--- config.mk ---
export PLATFORM = sky130hd
export DESIGN_NAME = emhk_top
export DESIGN_NICKNAME = d
export VERILOG_FILES = /design/src/core/emhk_pkg.sv /design/src/core/emhk_high_port.sv /design/src/core/emhk_keeper.sv /design/src/core/emhk_top.sv
export SDC_FILE = /design/constraint.sdc
export NUM_CORES = 1
export LEC_CHECK = 0
export BUFFER_PORTS_ARGS = -buffer_cell sky130_fd_sc_hd__buf_2
export CORE_ASPECT_RATIO = 0.9
export CORE_MARGIN = 5
export CORE_UTILIZATION = 36
export DETAILED_ROUTE_END_ITERATION = 10
export PLACE_DENSITY = 0.66
export SLEW_MARGIN = 20
export SYNTH_ARGS = -nofsm -noshare
export SYNTH_HDL_FRONTEND = slang
export SYNTH_SLANG_ARGS = --single-unit
--- constraint.sdc ---
create_clock -name pclk -period 4.3 [get_ports pclk]
set_input_delay 0.43 -clock pclk [delete_from_list [all_inputs] [get_ports pclk]]
set_output_delay 0.43 -clock pclk [all_outputs]
set_load 0.01 [all_outputs]
--- src/core/emhk_pkg.sv ---
// Shared constants, types and helpers for the external memory high-mask and keeper block
`default_nettype none
package emhk_pkg;
  // Register offsets (byte addresses)
  localparam logic [11:0] SFIO_OFF = 12'h000;
  localparam logic [11:0] CTRL_OFF = 12'h004;
  localparam logic [11:0] PDIR_OFF = 12'h008;
  localparam logic [11:0] POUT_OFF = 12'h00c;
  localparam logic [11:0] STAT_OFF = 12'h010;
  // Field positions
  localparam int KEEP_BIT = 6;
  localparam int MASK_LSB = 3;
  localparam int MASK_MSB = 5;
  localparam int EME_BIT = 0;
  localparam int STAT_REL_LSB = 0;
  localparam int STAT_KVAL_LSB = 8;
  localparam int STAT_KACT_BIT = 16;
  localparam int STAT_BUSY_BIT = 17;
  localparam logic [7:0] SFIO_WMASK = 8'h78;
  // Reset values
  localparam logic [7:0] SFIO_RST = 8'h00;
  localparam logic CTRL_RST = 1'b0;
  localparam logic [7:0] PDIR_RST = 8'h00;
  localparam logic [7:0] POUT_RST = 8'h00;
  // Address map
  localparam logic [15:0] INT_TOP = 16'h025f;
  localparam logic [16:0] EXT_BYTES = 17'h0fda0;
  localparam logic [2:0] MASK_ALL = 3'h7;
  // Timing counts
  localparam int STROBE_CYCLES_DEF = 1;

  typedef enum logic [1:0] {ST_IDLE, ST_ADDR, ST_STROBE, ST_END} emhk_state_e;

  typedef struct packed {
    logic write;
    logic [15:0] addr;
    logic [7:0] wdata;
  } emhk_mreq_s;

  typedef struct packed {
    logic internal;
    logic [7:0] rdata;
  } emhk_mrsp_s;

  typedef struct packed {
    logic [7:0] out;
    logic [7:0] oe_n;
  } emhk_pins_s;

  // High-port pins given back to port use, top pin first
  function automatic logic [7:0] released_pins(input logic [2:0] m);
    released_pins = (m == MASK_ALL) ? 8'hff : ~(8'hff >> m);
  endfunction

  // Address lies beyond the internal region
  function automatic logic is_external(input logic [15:0] a);
    is_external = (a > INT_TOP);
  endfunction
endpackage
`default_nettype wire

--- src/core/emhk_high_port.sv ---
// High-address port pin multiplexer with registered pin outputs
`default_nettype none
module emhk_high_port (
  // Clock and reset
  input wire logic pclk,
  input wire logic presetn,
  // Control
  input wire logic ext_en,
  input wire logic [2:0] mask,
  // Sources
  input wire logic [7:0] addr_hi,
  input wire logic [7:0] port_dir,
  input wire logic [7:0] port_out,
  // Pins
  output var emhk_pkg::emhk_pins_s pins
);
  import emhk_pkg::*;

  typedef struct packed {
    emhk_pins_s pins;
  } emhk_hp_state_s;

  emhk_hp_state_s s_reg;
  emhk_hp_state_s s_next;
  logic [7:0] rel;

  always_comb begin
    rel = ext_en ? released_pins(mask) : 8'hff; // RULE_05
    s_next = s_reg;
    for (int i = 0; i < 8; i++) begin
      if (rel[i]) begin
        s_next.pins.out[i] = port_out[i]; // RULE_06 RULE_10
        s_next.pins.oe_n[i] = ~port_dir[i]; // RULE_11
      end else begin
        s_next.pins.out[i] = addr_hi[i]; // RULE_04
        s_next.pins.oe_n[i] = 1'b0; // RULE_11
      end
    end
  end

  always_ff @(posedge pclk or negedge presetn) begin
    if (!presetn) begin
      s_reg <= '{pins: '{out: 8'h00, oe_n: 8'hff}};
    end else begin
      s_reg <= s_next;
    end
  end

  assign pins = s_reg.pins;

  AST_FULL_HIGH: assert property (@(posedge pclk) disable iff (!presetn) // RULE_04
    ext_en && mask == 3'h0 |=> pins.oe_n == 8'h00 && pins.out == $past(addr_hi))
    else $error("full high address byte not driven");
  AST_MASK_THREE: assert property (@(posedge pclk) disable iff (!presetn) // RULE_05
    ext_en && mask == 3'h3 |=> pins.oe_n[4:0] == 5'h00 && pins.out[4:0] == $past(addr_hi[4:0]))
    else $error("five address bits not driven for mask three");
  AST_PORT_ZERO: assert property (@(posedge pclk) disable iff (!presetn) // RULE_10
    ext_en && mask == 3'h3 && port_out[7:5] == 3'h0 && port_dir[7:5] == 3'h7
    |=> pins.out[7:5] == 3'h0 && pins.oe_n[7:5] == 3'h0)
    else $error("released top pins do not show port zero");
  AST_ALL_RELEASED: assert property (@(posedge pclk) disable iff (!presetn) // RULE_06
    ext_en && mask == MASK_ALL |=> pins.out == $past(port_out) && pins.oe_n == ~$past(port_dir))
    else $error("fully released port not under port control");
  AST_DISABLED_PORT: assert property (@(posedge pclk) disable iff (!presetn) // RULE_11
    !ext_en |=> pins.out == $past(port_out) && pins.oe_n == ~$past(port_dir))
    else $error("port not restored when interface disabled");
endmodule
`default_nettype wire

--- src/core/emhk_keeper.sv ---
// Bus keeper for the multiplexed address/data lines
`default_nettype none
module emhk_keeper (
  // Clock and reset
  input wire logic pclk,
  input wire logic presetn,
  // Control
  input wire logic keep_en,
  // Line observation
  input wire logic drive_oe_n,
  input wire logic [7:0] drive_val,
  input wire logic ext_drive,
  input wire logic [7:0] line_in,
  // Keeper drive
  output logic keep_active,
  output logic [7:0] keep_val
);
  import emhk_pkg::*;

  typedef struct packed {
    logic active;
    logic [7:0] val;
  } emhk_kp_state_s;

  emhk_kp_state_s s_reg;
  emhk_kp_state_s s_next;

  always_comb begin
    s_next = s_reg;
    s_next.active = keep_en; // RULE_03
    if (!drive_oe_n) begin
      s_next.val = drive_val; // RULE_02
    end else if (ext_drive) begin
      s_next.val = line_in; // RULE_02
    end
  end

  always_ff @(posedge pclk or negedge presetn) begin
    if (!presetn) begin
      s_reg <= '{active: 1'b0, val: 8'h00};
    end else begin
      s_reg <= s_next;
    end
  end

  assign keep_active = s_reg.active;
  assign keep_val = s_reg.val;

  AST_KEEP_LAST: assert property (@(posedge pclk) disable iff (!presetn) // RULE_02
    !drive_oe_n |=> keep_val == $past(drive_val))
    else $error("keeper lost last driven value");
  AST_KEEP_HOLD: assert property (@(posedge pclk) disable iff (!presetn) // RULE_02
    drive_oe_n && !ext_drive |=> $stable(keep_val))
    else $error("keeper value moved while lines released");
endmodule
`default_nettype wire

--- src/core/emhk_top.sv ---
// External memory interface: high-address masking, bus keeper and APB registers
// Contract
// RULE_01: Keeper-enable bit switches bus keeper on/off.
// RULE_02: Active keeper holds last driven line value.
// RULE_03: Keeper ignores the interface-enable bit.
// RULE_04: Mask zero drives all eight high pins.
// RULE_05: Mask value releases top pins, seven releases all.
// RULE_06: Released pins follow port direction and output.
// RULE_07: Internal-range addresses start no external cycle.
// RULE_08: Data-space address driven unmodified onto pins.
// RULE_09: External space is addresses above internal region.
// RULE_10: Released pins set zero confine address range.
// RULE_11: Interface enable takes pins, clearing restores ports.
// RULE_12: Mask change applies from the next access.
//
// Our own choices: the placing of the registers and register access over APB.
`default_nettype none
module emhk_top #(
  parameter int STROBE_CYCLES = emhk_pkg::STROBE_CYCLES_DEF
) (
  // Clock and reset
  input wire logic pclk,
  input wire logic presetn,
  // APB slave
  input wire logic psel,
  input wire logic penable,
  input wire logic pwrite,
  input wire logic [11:0] paddr,
  input wire logic [31:0] pwdata,
  input wire logic [3:0] pstrb,
  output logic [31:0] prdata,
  output logic pready,
  output logic pslverr,
  // Core data-space access
  input wire logic mreq_valid,
  input wire emhk_pkg::emhk_mreq_s mreq,
  output logic mreq_ready,
  output logic mrsp_valid,
  output var emhk_pkg::emhk_mrsp_s mrsp,
  // Multiplexed address/data lines
  input wire logic [7:0] mux_addr_data_in,
  output logic [7:0] mux_addr_data_out,
  output logic mux_addr_data_oe_n,
  output logic keeper_active,
  output logic [7:0] keeper_value,
  // Strobes
  output logic ale,
  output logic rd_n,
  output logic wr_n,
  // High-address port
  output var emhk_pkg::emhk_pins_s high_port
);
  import emhk_pkg::*;

  if (STROBE_CYCLES < 1 || STROBE_CYCLES > 4) begin : g_strobe_check
    $error("STROBE_CYCLES must lie in 1..4");
  end

  localparam logic [1:0] STROBE_LAST = 2'(STROBE_CYCLES - 1);
  localparam int EXT_LAT = STROBE_CYCLES + 2;

  typedef struct packed {
    emhk_state_e st;
    logic [1:0] cnt;
    emhk_mreq_s req;
    logic [2:0] cyc_mask;
    logic cyc_en;
    logic [7:0] special_function_io;
    logic ctrl_en;
    logic [7:0] pdir;
    logic [7:0] pout;
    logic [31:0] prdata;
    logic pready;
    logic pslverr;
    logic mreq_ready;
    logic mrsp_valid;
    emhk_mrsp_s mrsp;
    logic [7:0] ad_out;
    logic ad_oe_n;
    logic ale;
    logic rd_n;
    logic wr_n;
    logic [7:0] hi_addr;
  } emhk_top_state_s;

  emhk_top_state_s s_reg;
  emhk_top_state_s s_next;
  logic take;
  logic apb_wr;
  logic kp_active;
  logic [7:0] kp_val;

  assign take = mreq_valid && s_reg.mreq_ready;
  assign apb_wr = psel && penable && s_reg.pready && pwrite && !s_reg.pslverr && pstrb[0];

  always_comb begin
    s_next = s_reg;
    // Register bus: answer prepared in setup, write at access edge
    s_next.pready = 1'b0;
    s_next.pslverr = 1'b0;
    if (psel && !penable) begin
      s_next.pready = 1'b1;
      s_next.prdata = 32'h0000_0000;
      unique case (paddr)
        SFIO_OFF: s_next.prdata[7:0] = s_reg.special_function_io;
        CTRL_OFF: s_next.prdata[EME_BIT] = s_reg.ctrl_en;
        PDIR_OFF: s_next.prdata[7:0] = s_reg.pdir;
        POUT_OFF: s_next.prdata[7:0] = s_reg.pout;
        STAT_OFF: begin
          s_next.prdata[STAT_REL_LSB +: 8] = s_reg.cyc_en ? released_pins(s_reg.cyc_mask) : 8'hff;
          s_next.prdata[STAT_KVAL_LSB +: 8] = kp_val;
          s_next.prdata[STAT_KACT_BIT] = kp_active;
          s_next.prdata[STAT_BUSY_BIT] = (s_reg.st != ST_IDLE);
        end
        default: s_next.pslverr = 1'b1;
      endcase
    end
    if (apb_wr) begin
      unique case (paddr)
        SFIO_OFF: s_next.special_function_io = pwdata[7:0] & SFIO_WMASK; // RULE_01
        CTRL_OFF: s_next.ctrl_en = pwdata[EME_BIT]; // RULE_11
        PDIR_OFF: s_next.pdir = pwdata[7:0];
        POUT_OFF: s_next.pout = pwdata[7:0];
        default: s_next.pout = s_reg.pout;
      endcase
    end
    // External cycle sequencer
    s_next.mrsp_valid = 1'b0;
    unique case (s_reg.st)
      ST_IDLE: begin
        s_next.ad_oe_n = 1'b1;
        s_next.cyc_mask = s_reg.special_function_io[MASK_MSB:MASK_LSB]; // RULE_12
        s_next.cyc_en = s_reg.ctrl_en; // RULE_11
        if (take) begin
          s_next.req = mreq;
          if (!is_external(mreq.addr) || !s_reg.ctrl_en) begin
            s_next.mrsp_valid = 1'b1; // RULE_07
            s_next.mrsp = '{internal: 1'b1, rdata: 8'h00};
          end else begin
            s_next.st = ST_ADDR; // RULE_09
            s_next.mreq_ready = 1'b0;
            s_next.ale = 1'b1;
            s_next.ad_out = mreq.addr[7:0]; // RULE_08
            s_next.hi_addr = mreq.addr[15:8]; // RULE_08
            s_next.ad_oe_n = 1'b0;
          end
        end
      end
      ST_ADDR: begin
        s_next.ale = 1'b0;
        s_next.cnt = STROBE_LAST;
        s_next.st = ST_STROBE;
        if (s_reg.req.write) begin
          s_next.wr_n = 1'b0;
          s_next.ad_out = s_reg.req.wdata;
        end else begin
          s_next.rd_n = 1'b0;
          s_next.ad_oe_n = 1'b1;
        end
      end
      ST_STROBE: begin
        if (s_reg.cnt == 2'h0) begin
          if (!s_reg.req.write) begin
            s_next.mrsp.rdata = mux_addr_data_in;
          end else begin
            s_next.mrsp.rdata = 8'h00;
          end
          s_next.mrsp.internal = 1'b0;
          s_next.rd_n = 1'b1;
          s_next.wr_n = 1'b1;
          s_next.st = ST_END;
        end else begin
          s_next.cnt = s_reg.cnt - 2'h1;
        end
      end
      ST_END: begin
        s_next.ad_oe_n = 1'b1;
        s_next.mrsp_valid = 1'b1;
        s_next.mreq_ready = 1'b1;
        s_next.st = ST_IDLE;
      end
    endcase
  end

  always_ff @(posedge pclk or negedge presetn) begin
    if (!presetn) begin
      s_reg <= '{
        st: ST_IDLE,
        cnt: 2'h0,
        req: '{write: 1'b0, addr: 16'h0000, wdata: 8'h00},
        cyc_mask: 3'h0,
        cyc_en: CTRL_RST,
        special_function_io: SFIO_RST,
        ctrl_en: CTRL_RST,
        pdir: PDIR_RST,
        pout: POUT_RST,
        prdata: 32'h0000_0000,
        pready: 1'b0,
        pslverr: 1'b0,
        mreq_ready: 1'b1,
        mrsp_valid: 1'b0,
        mrsp: '{internal: 1'b0, rdata: 8'h00},
        ad_out: 8'h00,
        ad_oe_n: 1'b1,
        ale: 1'b0,
        rd_n: 1'b1,
        wr_n: 1'b1,
        hi_addr: 8'h00
      };
    end else begin
      s_reg <= s_next;
    end
  end

  emhk_high_port i_emhk_high_port (
    .pclk(pclk),
    .presetn(presetn),
    .ext_en(s_next.cyc_en),
    .mask(s_next.cyc_mask),
    .addr_hi(s_next.hi_addr),
    .port_dir(s_next.pdir),
    .port_out(s_next.pout),
    .pins(high_port)
  );

  emhk_keeper i_emhk_keeper (
    .pclk(pclk),
    .presetn(presetn),
    .keep_en(s_next.special_function_io[KEEP_BIT]),
    .drive_oe_n(s_next.ad_oe_n),
    .drive_val(s_next.ad_out),
    .ext_drive(s_reg.st == ST_STROBE && !s_reg.req.write),
    .line_in(mux_addr_data_in),
    .keep_active(kp_active),
    .keep_val(kp_val)
  );

  assign prdata = s_reg.prdata;
  assign pready = s_reg.pready;
  assign pslverr = s_reg.pslverr;
  assign mreq_ready = s_reg.mreq_ready;
  assign mrsp_valid = s_reg.mrsp_valid;
  assign mrsp = s_reg.mrsp;
  assign mux_addr_data_out = s_reg.ad_out;
  assign mux_addr_data_oe_n = s_reg.ad_oe_n;
  assign keeper_active = kp_active;
  assign keeper_value = kp_val;
  assign ale = s_reg.ale;
  assign rd_n = s_reg.rd_n;
  assign wr_n = s_reg.wr_n;

  AST_KEEP_ON: assert property (@(posedge pclk) disable iff (!presetn) // RULE_01
    $rose(s_reg.special_function_io[KEEP_BIT]) |-> keeper_active)
    else $error("keeper not active after enable");
  AST_KEEP_OFF: assert property (@(posedge pclk) disable iff (!presetn) // RULE_01
    $fell(s_reg.special_function_io[KEEP_BIT]) |-> !keeper_active)
    else $error("keeper still active after disable");
  AST_KEEP_NO_SRE: assert property (@(posedge pclk) disable iff (!presetn) // RULE_03
    !s_reg.ctrl_en && s_reg.special_function_io[KEEP_BIT] |-> keeper_active)
    else $error("keeper dropped while interface disabled");
  AST_INTERNAL_SKIP: assert property (@(posedge pclk) disable iff (!presetn) // RULE_07
    take && !is_external(mreq.addr) |=> mrsp_valid && mrsp.internal && !ale ##1 !ale)
    else $error("internal address started an external cycle");
  AST_ADDR_OUT: assert property (@(posedge pclk) disable iff (!presetn) // RULE_08
    $rose(ale) |-> mux_addr_data_out == s_reg.req.addr[7:0] && !mux_addr_data_oe_n
    ##1 (s_reg.cyc_mask == MASK_ALL
    || ((high_port.out ^ s_reg.req.addr[15:8]) << s_reg.cyc_mask) == 8'h00))
    else $error("address not driven unmodified");
  AST_EXT_START: assert property (@(posedge pclk) disable iff (!presetn) // RULE_09
    take && mreq.addr > INT_TOP && s_reg.ctrl_en |=> ale ##EXT_LAT mrsp_valid && !mrsp.internal)
    else $error("external cycle missing or too long");
  AST_EXT_SIZE: assert property (@(posedge pclk) disable iff (!presetn) // RULE_09
    $rose(ale) |-> 17'(s_reg.req.addr) >= 17'h10000 - EXT_BYTES)
    else $error("external cycle below external space");
  AST_MASK_FROZEN: assert property (@(posedge pclk) disable iff (!presetn) // RULE_12
    s_reg.st != ST_IDLE && s_next.st != ST_IDLE |=> $stable(s_reg.cyc_mask))
    else $error("mask changed inside an external cycle");
  AST_DISABLED_PINS: assert property (@(posedge pclk) disable iff (!presetn) // RULE_11
    s_reg.st == ST_IDLE && !s_reg.ctrl_en |=> mux_addr_data_oe_n && rd_n && wr_n)
    else $error("interface drives pins while disabled");

  // Register checks
  AST_KEEP_STORE: assert property (@(posedge pclk) disable iff (!presetn) // RULE_01
    apb_wr && paddr == SFIO_OFF
    |=> s_reg.special_function_io[KEEP_BIT] == $past(pwdata[KEEP_BIT]))
    else $error("keeper enable not stored");
  AST_MASK_STORE: assert property (@(posedge pclk) disable iff (!presetn) // RULE_05
    apb_wr && paddr == SFIO_OFF
    |=> s_reg.special_function_io[MASK_MSB:MASK_LSB] == $past(pwdata[MASK_MSB:MASK_LSB]))
    else $error("mask field not stored");
  AST_EN_STORE: assert property (@(posedge pclk) disable iff (!presetn) // RULE_11
    apb_wr && paddr == CTRL_OFF |=> s_reg.ctrl_en == $past(pwdata[EME_BIT]))
    else $error("interface enable not stored");

  // Keeper checks
  AST_KEEP_DRIVEN: assert property (@(posedge pclk) disable iff (!presetn) // RULE_02
    !mux_addr_data_oe_n |-> keeper_value == mux_addr_data_out)
    else $error("keeper does not follow driven value");
  AST_KEEP_FOLLOWS: assert property (@(posedge pclk) disable iff (!presetn) // RULE_03
    keeper_active == s_reg.special_function_io[KEEP_BIT])
    else $error("keeper activity differs from enable bit");
  AST_WRITE_DATA: assert property (@(posedge pclk) disable iff (!presetn) // RULE_02
    !wr_n |-> !mux_addr_data_oe_n && mux_addr_data_out == s_reg.req.wdata)
    else $error("write data not driven during strobe");
  AST_READ_RELEASE: assert property (@(posedge pclk) disable iff (!presetn) // RULE_02
    !rd_n |-> mux_addr_data_oe_n)
    else $error("lines driven during read strobe");
  AST_READ_CAPTURE: assert property (@(posedge pclk) disable iff (!presetn) // RULE_02
    $rose(rd_n) |-> keeper_value == $past(mux_addr_data_in))
    else $error("keeper missed read data");

  // Pin checks
  AST_HIGH_FULL_CYCLE: assert property (@(posedge pclk) disable iff (!presetn) // RULE_04
    s_reg.st != ST_IDLE && s_reg.cyc_mask == 3'h0
    |-> high_port.oe_n == 8'h00 && high_port.out == s_reg.req.addr[15:8])
    else $error("high byte not driven in full");
  AST_HIGH_MASKED: assert property (@(posedge pclk) disable iff (!presetn) // RULE_05
    s_reg.st != ST_IDLE && s_reg.cyc_mask != MASK_ALL
    |-> ((high_port.out ^ s_reg.req.addr[15:8]) << s_reg.cyc_mask) == 8'h00)
    else $error("unmasked high bits wrong");
  AST_TOP_PIN_PORT: assert property (@(posedge pclk) disable iff (!presetn) // RULE_06
    s_reg.st != ST_IDLE && s_reg.cyc_mask != 3'h0
    |-> high_port.out[7] == s_reg.pout[7] && high_port.oe_n[7] == !s_reg.pdir[7])
    else $error("released top pin not under port control");
  AST_HIGH_ADDR: assert property (@(posedge pclk) disable iff (!presetn) // RULE_08
    $rose(ale) |-> s_reg.hi_addr == s_reg.req.addr[15:8])
    else $error("high address byte altered");

  // Sequencer checks
  AST_DISABLED_SKIP: assert property (@(posedge pclk) disable iff (!presetn) // RULE_11
    take && !s_reg.ctrl_en |=> mrsp_valid && mrsp.internal && !ale)
    else $error("disabled interface started a cycle");
  AST_ALE_PULSE: assert property (@(posedge pclk) disable iff (!presetn) // RULE_08
    ale |=> !ale)
    else $error("latch enable longer than one cycle");
  AST_MASK_LATCH: assert property (@(posedge pclk) disable iff (!presetn) // RULE_12
    s_reg.st == ST_IDLE
    |=> s_reg.cyc_mask == $past(s_reg.special_function_io[MASK_MSB:MASK_LSB]))
    else $error("idle mask not latched");
  AST_EXT_ABOVE: assert property (@(posedge pclk) disable iff (!presetn) // RULE_07
    mrsp_valid && !mrsp.internal |-> s_reg.req.addr > INT_TOP)
    else $error("external answer for internal address");

  COV_READ: cover property (@(posedge pclk) disable iff (!presetn)
    !rd_n ##[1:4] mrsp_valid);
  COV_WRITE: cover property (@(posedge pclk) disable iff (!presetn)
    !wr_n ##[1:4] mrsp_valid);
  COV_INTERNAL: cover property (@(posedge pclk) disable iff (!presetn)
    mrsp_valid && mrsp.internal);
  COV_MASK_MID: cover property (@(posedge pclk) disable iff (!presetn)
    s_reg.st != ST_IDLE && apb_wr && paddr == SFIO_OFF);
  COV_KEEP_IDLE: cover property (@(posedge pclk) disable iff (!presetn)
    !s_reg.ctrl_en && keeper_active);
endmodule
`default_nettype wire

==> flow_summary.json, run 1 <==
{
  "outcome": "completed",
  "wl_met2_um": 6690,
  "htreeDepth": 4,
  "grt_antenna_before_repair": 1,
  "drt_iter0_drc": 315,
  "path_class": "register to register",
  "num-fill-cells": 1371,
  "syn_to_final_growth_pct": 21.0,
  "slowest_stage": "nor2_2",
  "rr_worst_depth": 7,
  "drc": 0,
  "vias_per_cell": 5.02,
  "tightest_slew_ns": 1.04,
  "cts_buffers": 17,
  "finalHoldViolations": 0,
  "io_buffers": 127,
  "fin_cells": 803,
  "met3_length_um": 913,
  "crit_top_cell": "mux2_2",
  "layout_commonest_cell": "buf_2",
  "initial_utilization_pct": 36.9,
  "yosysWarnings": 0,
  "cts_setup_buffers": 0,
  "postSynth.asyncResetShare_pct": 100,
  "largest_reg_flops": 46,
  "syn_avg_cell_area_sq_um": 10.9,
  "total_power_mw": 2.66,
  "firstDrtPassIters": 5,
  "hold_class": "input pin to asynchronous set/reset pin",
  "crit_required_ns": 4.58,
  "nets": 684,
  "clk_latency_ns": 0.41,
  "dp_hpwl_um": 10200,
  "grt_pass1_wl_um": 21700,
  "synth_edf_count": 0,
  "post-route-period-util_pct": 71.9,
  "synth_seq_area_share_pct": 52.0,
  "drt-met1-wl_um": 5880,
  "grt_pass1_vias": 4070,
  "top_layer": "met5",
  "cts_hold_buf": 0,
  "place_inst": 771,
  "slew_viol_final": 0,
  "grt-ovfl-total": 0,
  "synthDistinctLibCells": 52,
  "critPathLaunchType": "register",
  "synth.cell_area_sq_mm": 0.00546,
  "antenna_left": 0,
  "p_leak_nw": 3.44,
  "max-slew-margin-rel_pct": 29.7,
  "cts-root-buf": "clkbuf_16",
  "die_x_um": 140,
  "synthCells": 499,
  "cts_resized": 0,
  "wl_per_cell_um": 17.1,
  "timing.max_cap.violations": 0,
  "ir_drop_mv": 0.262,
  "route.vias.total": 4034,
  "n_antenna_cell": 0,
  "die_h_um": 127,
  "grt_usage_pct": 15.6,
  "reg2reg_to": "i_emhk_high_port.pins[8]$_DFF_PN0_",
  "setup-tns-final_ns": 0,
  "cts.clk_slew.worst_paths_ns": 0.05,
  "critPathMaxStageDelay_ns": 0.70,
  "arrival_ns": 3.38,
  "rsz0062_at_grt": "no",
  "max_freq_ghz": 0.324,
  "ios": 169,
  "drive_above_1_share_pct": 39.0,
  "p_per_area_mw_per_mm2": 402,
  "fin_crit_ns": 3.09,
  "cts_tree": "done",
  "cts_buffer_depth": 2,
  "synth_ff_type": "dfrtp_1",
  "crit-reg2reg-launch": "s_reg[121]$_DFFE_PN0P_",
  "crit_path_cell_trace": "inv_1 > ha_1 > and3_1 > nand2_1 > nor2_2 > mux2_2 > mux2_2",
  "fp-row-count": 42,
  "dieArea_sq_mm": 0.0177,
  "grt_max_degree": 86,
  "core-area_sq_mm": 0.0148,
  "synth_seq_cells": 113,
  "cts_sinks": 113,
  "r2r_slack_ns": 1.21,
  "finalWeightedCongestion": 0.832,
  "finClkSkew_ns": 0.0109,
  "finalSetupViolCount": 0,
  "cp_max_fo": 17,
  "setup.worst_path.end_class": "register",
  "wl_um": 13700,
  "final_cell_mix": "buf_2, dfrtp_1, mux2_2"
}
[worst max-delay path, delay by kind of cell, from the launching register on]
kind                       cells  cell delay [ns]
adders and majority gates      1             0.44
buffers and inverters          1             0.10
DFF                            1             0.41
muxes                          2             0.71
and+or+nand+nor                3             1.31
[worst max-delay path by stage]
stage | start | to | slack [ns] | cells past startpoint
after global placement | s_reg[121]$_DFFE_PN0P_ | i_emhk_high_port.pins[8]$_DFF_PN0_ | 1.28 | 7
after floorplan | s_reg[121]$_DFFE_PN0P_ | i_emhk_high_port.pins[8]$_DFF_PN0_ | 1.93 | 7
after CTS | s_reg[121]$_DFFE_PN0P_ | i_emhk_high_port.pins[8]$_DFF_PN0_ | 1.21 | 7
after global routing | s_reg[121]$_DFFE_PN0P_ | i_emhk_high_port.pins[8]$_DFF_PN0_ | 1.05 | 7
final | s_reg[121]$_DFFE_PN0P_ | i_emhk_high_port.pins[8]$_DFF_PN0_ | 1.21 | 7
after detailed placement | s_reg[121]$_DFFE_PN0P_ | i_emhk_high_port.pins[8]$_DFF_PN0_ | 1.23 | 7
[metrics by stage]
stage / setup WS, ns / cell area (sq um) / utilization, % / hold slack (ns)
2_1_floorplan: 1.93 / 5510 / - / 0.134
3_3_place_gp: 1.28 / 5960 / 40.2 / 0.458
3_5_place_dp: 1.23 / 5960 / 40.2 / 0.466
4_1_cts: 1.21 / 6600 / 44.6 / 0.200
5_1_grt: 1.05 / 6610 / 44.6 / 0.141
6_report: 1.21 / 6610 / 44.6 / 0.0577
[power by group]
group	switching, mW	internal [mW]	leakage [nW]	total (mW)
Sequential	0.000447	1.07	1.53	1.07
Clock	0.479	1.03	0.312	1.50
Combinational	0.0581	0.0287	1.60	0.0868
[cell usage after synthesis (12+ instances only)]
cell / number / area [sq um]
a21oi_1: 28 / 140
buf_4: 49 / 368
clkbuf_1: 13 / 48.8
dfrtp_1: 101 / 2530
dfstp_2: 12 / 315
inv_1: 25 / 93.8
mux2_2: 54 / 608
mux2i_1: 15 / 150
nand2_1: 48 / 180
nor2_1: 26 / 97.6
o21ai_0: 17 / 85.1
[cell type report]
class / count / area, sq um / share of cell area (%)
Multi-Input combinational cell: 306 / 2130 / 32.2
Clock inverter: 10 / 155 / 2.35
Inverter: 25 / 93.8 / 1.42
Tap cell: 198 / 248 / 3.75
Timing Repair Buffer: 129 / 657 / 9.93
Clock buffer: 22 / 484 / 7.32
Sequential cell: 113 / 2840 / 43.0
[kinds of logic after synthesis]
family | count (synthesis) | synth area share (%)
and+or+nand+nor | 128 | 11.2
AOI/OAI and AO/OA | 89 | 11.6
buffers and inverters | 93 | 9.94
other | 1 | 0.0686
DFF | 113 | 52.0
adders and majority gates | 5 | 1.14
xor gates and xnor gates | 1 | 0.160
muxes | 69 | 13.9
[per-layer routing]
| metal | vias to the layer above | global-route usage (%) |
|---|---|---|
| met5 | - | 0 |
| met4 | 2 | 5.87 |
| met2 | 130 | 24.9 |
| met1 | 1994 | 19.7 |
| li1 | 1883 | - |
| met3 | 25 | 5.49 |
(Power assumes the default switching activity.)
==> run 2, diff against run 1 <==
--- a/config.mk
+++ b/config.mk
@@ -5,12 +5,13 @@
 export SDC_FILE = /design/constraint.sdc
 export NUM_CORES = 1
 export LEC_CHECK = 0
+export ABC_AREA = 1
 export BUFFER_PORTS_ARGS = -buffer_cell sky130_fd_sc_hd__buf_2
 export CORE_ASPECT_RATIO = 0.9
 export CORE_MARGIN = 5
 export CORE_UTILIZATION = 36
 export DETAILED_ROUTE_END_ITERATION = 10
-export PLACE_DENSITY = 0.66
+export PLACE_DENSITY = 0.67
 export SLEW_MARGIN = 20
 export SYNTH_ARGS = -nofsm -noshare
 export SYNTH_HDL_FRONTEND = slang
==> constraint.sdc (replaced) <==
create_clock -name pclk -period 2.8 [get_ports pclk]
set_input_delay 0.28 -clock pclk [delete_from_list [all_inputs] [get_ports pclk]]
set_output_delay 0.28 -clock pclk [all_outputs]
set_load 0.01 [all_outputs]
==> run 2 against run 1 <==
Against the previous run:
- via count is 11% higher
- synthesized cell count is 37% higher
- critical path depth is 4 higher
- fmax is 53% higher
- cell area is 2.7% higher
- sequential power is 120% higher
- hold slack better by 0.012 ns
- sequential share of layout area is 1.1 points lower
- critical endpoint is now i_emhk_high_port.pins[10]$_DFF_PN0_
- largest power group is now combinational cells
==> flow_summary.json, run 2 <==
{
  "outcome": "completed",
  "timing.max_cap.violations": 0,
  "dp_hpwl_um": 10400,
  "slew_viol_final": 0,
  "cts_buffer_depth": 2,
  "cp_max_fo": 16,
  "wl_per_cell_um": 14.0,
  "finalSetupViolCount": 0,
  "syn_avg_cell_area_sq_um": 8.31,
  "drive_above_1_share_pct": 27.8,
  "cts-root-buf": "clkbuf_16",
  "initial_utilization_pct": 36.7,
  "grt_pass1_vias": 4410,
  "synth_top_cells_by_count": "nand2_1, dfrtp_1, inv_1, o21ai_0, nor2_1",
  "cts_buffers": 17,
  "multi_input_area_sq_mm": 0.00212,
  "ios": 169,
  "finClkSkew_ns": 0.0148,
  "finalHoldViolations": 0,
  "clk_latency_ns": 0.41,
  "seq_area_sq_mm": 0.00284,
  "antenna_left": 0,
  "setup.worst_path.end_class": "register",
  "synth_top_area_share_pct": 44.5,
  "max_freq_ghz": 0.494,
  "syn_to_final_growth_pct": 19.6,
  "final_cell_mix": "nand2_1, buf_2, dfrtp_1",
  "timing.hold.ws_ns": 0.0693,
  "yosysWarnings": 0,
  "largest_reg_flops": 46,
  "dieArea_sq_mm": 0.0184,
  "fin_crit_ns": 2.02,
  "setup-tns-final_ns": 0,
  "tightest_slew_ns": 0.821,
  "io_buffers": 127,
  "yosysMostFrequentCell": "nand2_1",
  "synth_edf_count": 0,
  "grt-ovfl-total": 0,
  "synth.cell_area_sq_mm": 0.00567,
  "crit_required_ns": 3.08,
  "grt_antenna_before_repair": 0,
  "cts.clk_slew.worst_paths_ns": 0.06,
  "rsz0062_at_grt": "no",
  "crit_start": "s_reg[121]$_DFFE_PN0P_",
  "grt_max_degree": 114,
  "synth_seq_area_share_pct": 50.1,
  "p_leak_nw": 3.68,
  "grt_pass1_wl_um": 22700,
  "ir_drop_mv": 0.485,
  "htreeDepth": 4,
  "finalWeightedCongestion": 0.814,
  "synthCells": 683,
  "cts_setup_buffers": 0,
  "drc": 0,
  "vias_per_cell": 4.51,
  "n_antenna_cell": 0,
  "endpoint": "i_emhk_high_port.pins[10]$_DFF_PN0_",
  "hold_class": "input pin to register",
  "p_per_area_mw_per_mm2": 1050,
  "grt_usage_pct": 15.7,
  "fp-row-count": 43,
  "die_x_um": 142,
  "cts_sinks": 113,
  "firstDrtPassIters": 5,
  "core-area_sq_mm": 0.0154,
  "wl_um": 14000,
  "synthDistinctLibCells": 37,
  "path_class": "register to register",
  "r2r_slack_ns": 0.78,
  "cts_tree": "done",
  "layout_commonest_cell": "nand2_1",
  "nets": 875,
  "rr_worst_depth": 11,
  "synth_top_area_cell": "dfrtp_1",
  "arrival_ns": 2.30,
  "critPathLaunchType": "register",
  "synth_ff_type": "dfrtp_1",
  "drt_iter0_drc": 357,
  "num-fill-cells": 1526,
  "reg2reg_to": "i_emhk_high_port.pins[10]$_DFF_PN0_",
  "synth_seq_cells": 113,
  "die_h_um": 129,
  "crit-reg2reg-launch": "s_reg[121]$_DFFE_PN0P_",
  "postSynth.asyncResetShare_pct": 100,
  "synth.area.top_cells": "dfrtp_1, nand2_1, buf_4",
  "route.vias.total": 4496,
  "max-slew-margin-rel_pct": 45.2,
  "post-route-period-util_pct": 72.2
}
## run 2: stage by stage
stage	instance area [sq um]	util (%)	instances	power [mW]	setup WS, ns
detailed placement	6190	40.1	965	5.02	0.762
global route	6790	44.0	998	7.69	0.552
CTS	6790	44.0	998	7.21	0.749
finish	6790	44.0	998	7.13	0.777
global placement	6190	40.1	965	4.99	0.788
floorplan	5720	-	696	4.33	1.11
## run 2: what timing repair did
action                     CTS  global route
setup endpoints to repair    0             0
hold endpoints to repair    61             0
gates resized for setup      0             0
hold buffers                 1             0
## run 2: how the worst min path moves through the flow
stage / from / to / depth (start not counted)
after floorplan: presetn / ale$_DFFE_PN0P_ / 0
after global placement: presetn / s_reg[74]$_DFF_PN0_ / 2
after detailed placement: presetn / s_reg[0]$_DFF_PN0_ / 2
after CTS: mreq[4] / s_reg[98]$_DFFE_PN0P_ / 3
after global routing: mreq[1] / s_reg[95]$_DFFE_PN0P_ / 3
final: mreq[6] / s_reg[100]$_DFFE_PN0P_ / 3
## run 2: metal layers
metal	share of wire (%)	global-route usage (%)	vias to the layer above
met5	0	0	-
met4	1.4	5.48	0
met3	6.2	5.06	12
met2	43	22.5	116
met1	49	22.4	2070
li1	-	-	2298
## run 2: final cells by class
cell class,instances,area share (%)
Timing Repair Buffer,131,10.1
Sequential cell,113,41.9
Clock inverter,10,1.99
Multi-Input combinational cell,440,31.2
Tap cell,202,3.72
Inverter,80,4.50
Clock buffer,22,6.69
## run 2: power breakdown
part	total, mW	internal, mW	switching (mW)
sequential	2.39	2.14	0.253
combinational	2.59	0.866	1.72
clock	2.15	1.42	0.731
total	7.13	4.42	2.71
## run 2: cells by family (layout without fill, tap and decap cells)
kind of cell    count (synthesis)  count (layout)  share of synthesized area [%]
flops                         113             113                           50.1
other cells                     1              14                         0.0661
compound gates                108             108                           11.4
buf+inv                       143             243                           13.5
fa+ha+maj                       5               5                           1.10
simple gates                  313             313                           23.8
## run 2: worst max-delay path, stage by stage (launching register included)
cell and delay (ns):
dfrtp_1 0.39, inv_1 0.11, ha_1 0.18, inv_2 0.08, nor2_4 0.30, inv_4 0.13, nor2_8 0.26, inv_2 0.13
nand2_1 0.08, nand2_1 0.09, nand2_1 0.08, o21ai_1 0.06
==> run 3, diff against run 2 <==
--- a/config.mk
+++ b/config.mk
@@ -5,13 +5,13 @@
 export SDC_FILE = /design/constraint.sdc
 export NUM_CORES = 1
 export LEC_CHECK = 0
-export ABC_AREA = 1
+export ABC_AREA = 0
 export BUFFER_PORTS_ARGS = -buffer_cell sky130_fd_sc_hd__buf_2
 export CORE_ASPECT_RATIO = 0.9
 export CORE_MARGIN = 5
 export CORE_UTILIZATION = 36
 export DETAILED_ROUTE_END_ITERATION = 10
-export PLACE_DENSITY = 0.67
+export PLACE_DENSITY = 0.68
 export SLEW_MARGIN = 20
 export SYNTH_ARGS = -nofsm -noshare
 export SYNTH_HDL_FRONTEND = slang
==> constraint.sdc (replaced) <==
create_clock -name pclk -period 1.7 [get_ports pclk]
set_input_delay 0.17 -clock pclk [delete_from_list [all_inputs] [get_ports pclk]]
set_output_delay 0.17 -clock pclk [all_outputs]
set_load 0.01 [all_outputs]
==> run 3 against run 2 <==
Against the previous run:
- the flow now finishes with violations (negative setup slack)
- final cell count decreased by 7.8%
- power shrank 13%
- global-route usage grew 2.4 points
- via count rose by 3.7%
- setup slack got worse by 1.1 ns
- non-clock buffer count is 114 higher
- register-to-register slack worse by 1.1 ns
- sequential share of layout area is 6.0 points lower
- clock power rose by 49%
- sequential cell count unchanged
- utilization up 9.5 points
- critical path depth shrank 3
==> flow_summary.json, run 3 (synthesis gave the netlist of run 1 again) <==
{
  "cts_tree": "done",
  "finClkSkew_ns": 0.0124,
  "grt-ovfl-total": 0,
  "total_power_mw": 6.19,
  "dpl_cell_area_sq_mm": 0.00654,
  "wl_per_cell_um": 18.3,
  "core-area_sq_mm": 0.0148,
  "outcome": "finished, violations left",
  "largest_reg_flops": 46,
  "drive_above_1_share_pct": 53.1,
  "vias_per_cell": 5.07,
  "wl_um": 16800,
  "hold_class": "input pin to register",
  "finalWeightedCongestion": 0.874,
  "setup-tns-final_ns": -6.96,
  "die_h_um": 127,
  "post-route-util_pct": 53.5,
  "preCtsSetupSlack_ns": -0.570,
  "antenna_left": 0,
  "crit_path_cell_trace": "inv_2 > ha_4 > buf_6 > nand3b_1 > o21a_1 > or3b_4 > a21oi_4 > mux2_4",
  "cp_max_fo": 5,
  "timing.max_cap.violations": 0,
  "setup.worst_path.end_class": "register",
  "final_cell_mix": "buf_2, dfrtp_1, buf_4",
  "arrival_ns": 2.28,
  "whs_path_depth": 2,
  "post-route-period-util_pct": 117,
  "critPathMaxStageDelay_ns": 0.40,
  "htreeDepth": 4,
  "failed_checks": "negative setup slack",
  "route.vias.total": 4661,
  "setup_ws_ns": -0.292,
  "max_freq_ghz": 0.502,
  "place_inst": 840,
  "cts_sinks": 113,
  "cts-root-buf": "clkbuf_16",
  "grt_pass1_wl_um": 25600,
  "dp_hpwl_um": 11400,
  "fp-row-count": 42,
  "ir_drop_mv": 0.651,
  "path_class": "register to register",
  "p_leak_nw": 4.13,
  "fin_crit_ns": 1.99,
  "cts_buffer_depth": 2,
  "finalHoldViolations": 0,
  "rsz0062_at_grt": "yes",
  "cts_buffers": 17,
  "ios": 169,
  "fin_cells": 920,
  "slew_viol_final": 0,
  "grt_antenna_before_repair": 3,
  "syn_to_final_growth_pct": 45.1,
  "nets": 800,
  "p_per_area_mw_per_mm2": 781,
  "grt_usage_pct": 18.1,
  "die_x_um": 140,
  "clk_latency_ns": 0.41,
  "layout_commonest_cell": "buf_2",
  "cts.clk_slew.worst_paths_ns": 0.06,
  "grt_pass1_vias": 4848,
  "rr_worst_depth": 8,
  "drc": 0,
  "slowest_stage": "or3b_4",
  "io_buffers": 127,
  "critPathLaunchType": "register",
  "fin_area_sq_mm": 0.00793,
  "grt_max_degree": 57,
  "crit_required_ns": 1.99,
  "timing.hold.ws_ns": 0.0290,
  "initial_utilization_pct": 36.9,
  "drt_iter0_drc": 366,
  "firstDrtPassIters": 6,
  "finalSetupViolCount": 44,
  "dieArea_sq_mm": 0.0177
}
[run 3: layout make-up]
type	count	area [sq um]
well taps	198	248
multi-input cells	306	2530
clock inverters	12	93.8
clock buffers	20	437
inverters	25	93.8
diodes	1	2.50
repair buffers	245	1680
flip-flops and latches	113	2840
fillers	1217	6890
[run 3: repair_timing]
item,CTS,global route
resized for setup,70,36
endpoints found under the setup margin,54,61
cloned,3,1
hold buffers,10,0
setup buffers,22,14
hold endpoints to repair,32,0
pin swaps,22,21
[run 3: power breakdown]
part	leakage (nW)	total, mW	switching (mW)	internal (mW)
clock	0.263	3.21	1.22	1.98
sequential	1.53	2.70	0.00167	2.70
combinational	2.34	0.287	0.171	0.117
[run 3: worst paths after layout]
kind	start	endpoint	slack, ns
worst min-delay path	pwdata[0]	s_reg[81]$_DFFE_PN0P_	0.03
worst max-delay path	s_reg[122]$_DFFE_PN0P_	i_emhk_high_port.pins[9]$_DFF_PN0_	-0.29
worst max register to register	s_reg[122]$_DFFE_PN0P_	i_emhk_high_port.pins[9]$_DFF_PN0_	-0.29
worst min register to register	prdata[6]$_DFFE_PN0P_	prdata[6]$_DFFE_PN0P_	0.49
min in group asynchronous	presetn	i_emhk_high_port.pins[15]$_DFF_PN0_	0.24
max in group asynchronous	presetn	i_emhk_high_port.pins[0]$_DFF_PN1_	0.74
[run 3: critical path: cells and delay by family (launching register included)]
kind,cells,cell delay [ns]
multiplexers,1,0.32
AND/OR/NAND/NOR,2,0.49
flip-flops,1,0.38
AO/OA/AOI/OAI,2,0.34
buffers and inverters,2,0.19
adder cells (fa/ha/maj),1,0.16
[run 3: metal layers]
layer  global-route usage [%]  wire length, um
met1                     22.6             6940
met2                     29.7             8300
met3                     5.31             1110
met4                     7.07              419
met5                        0               21
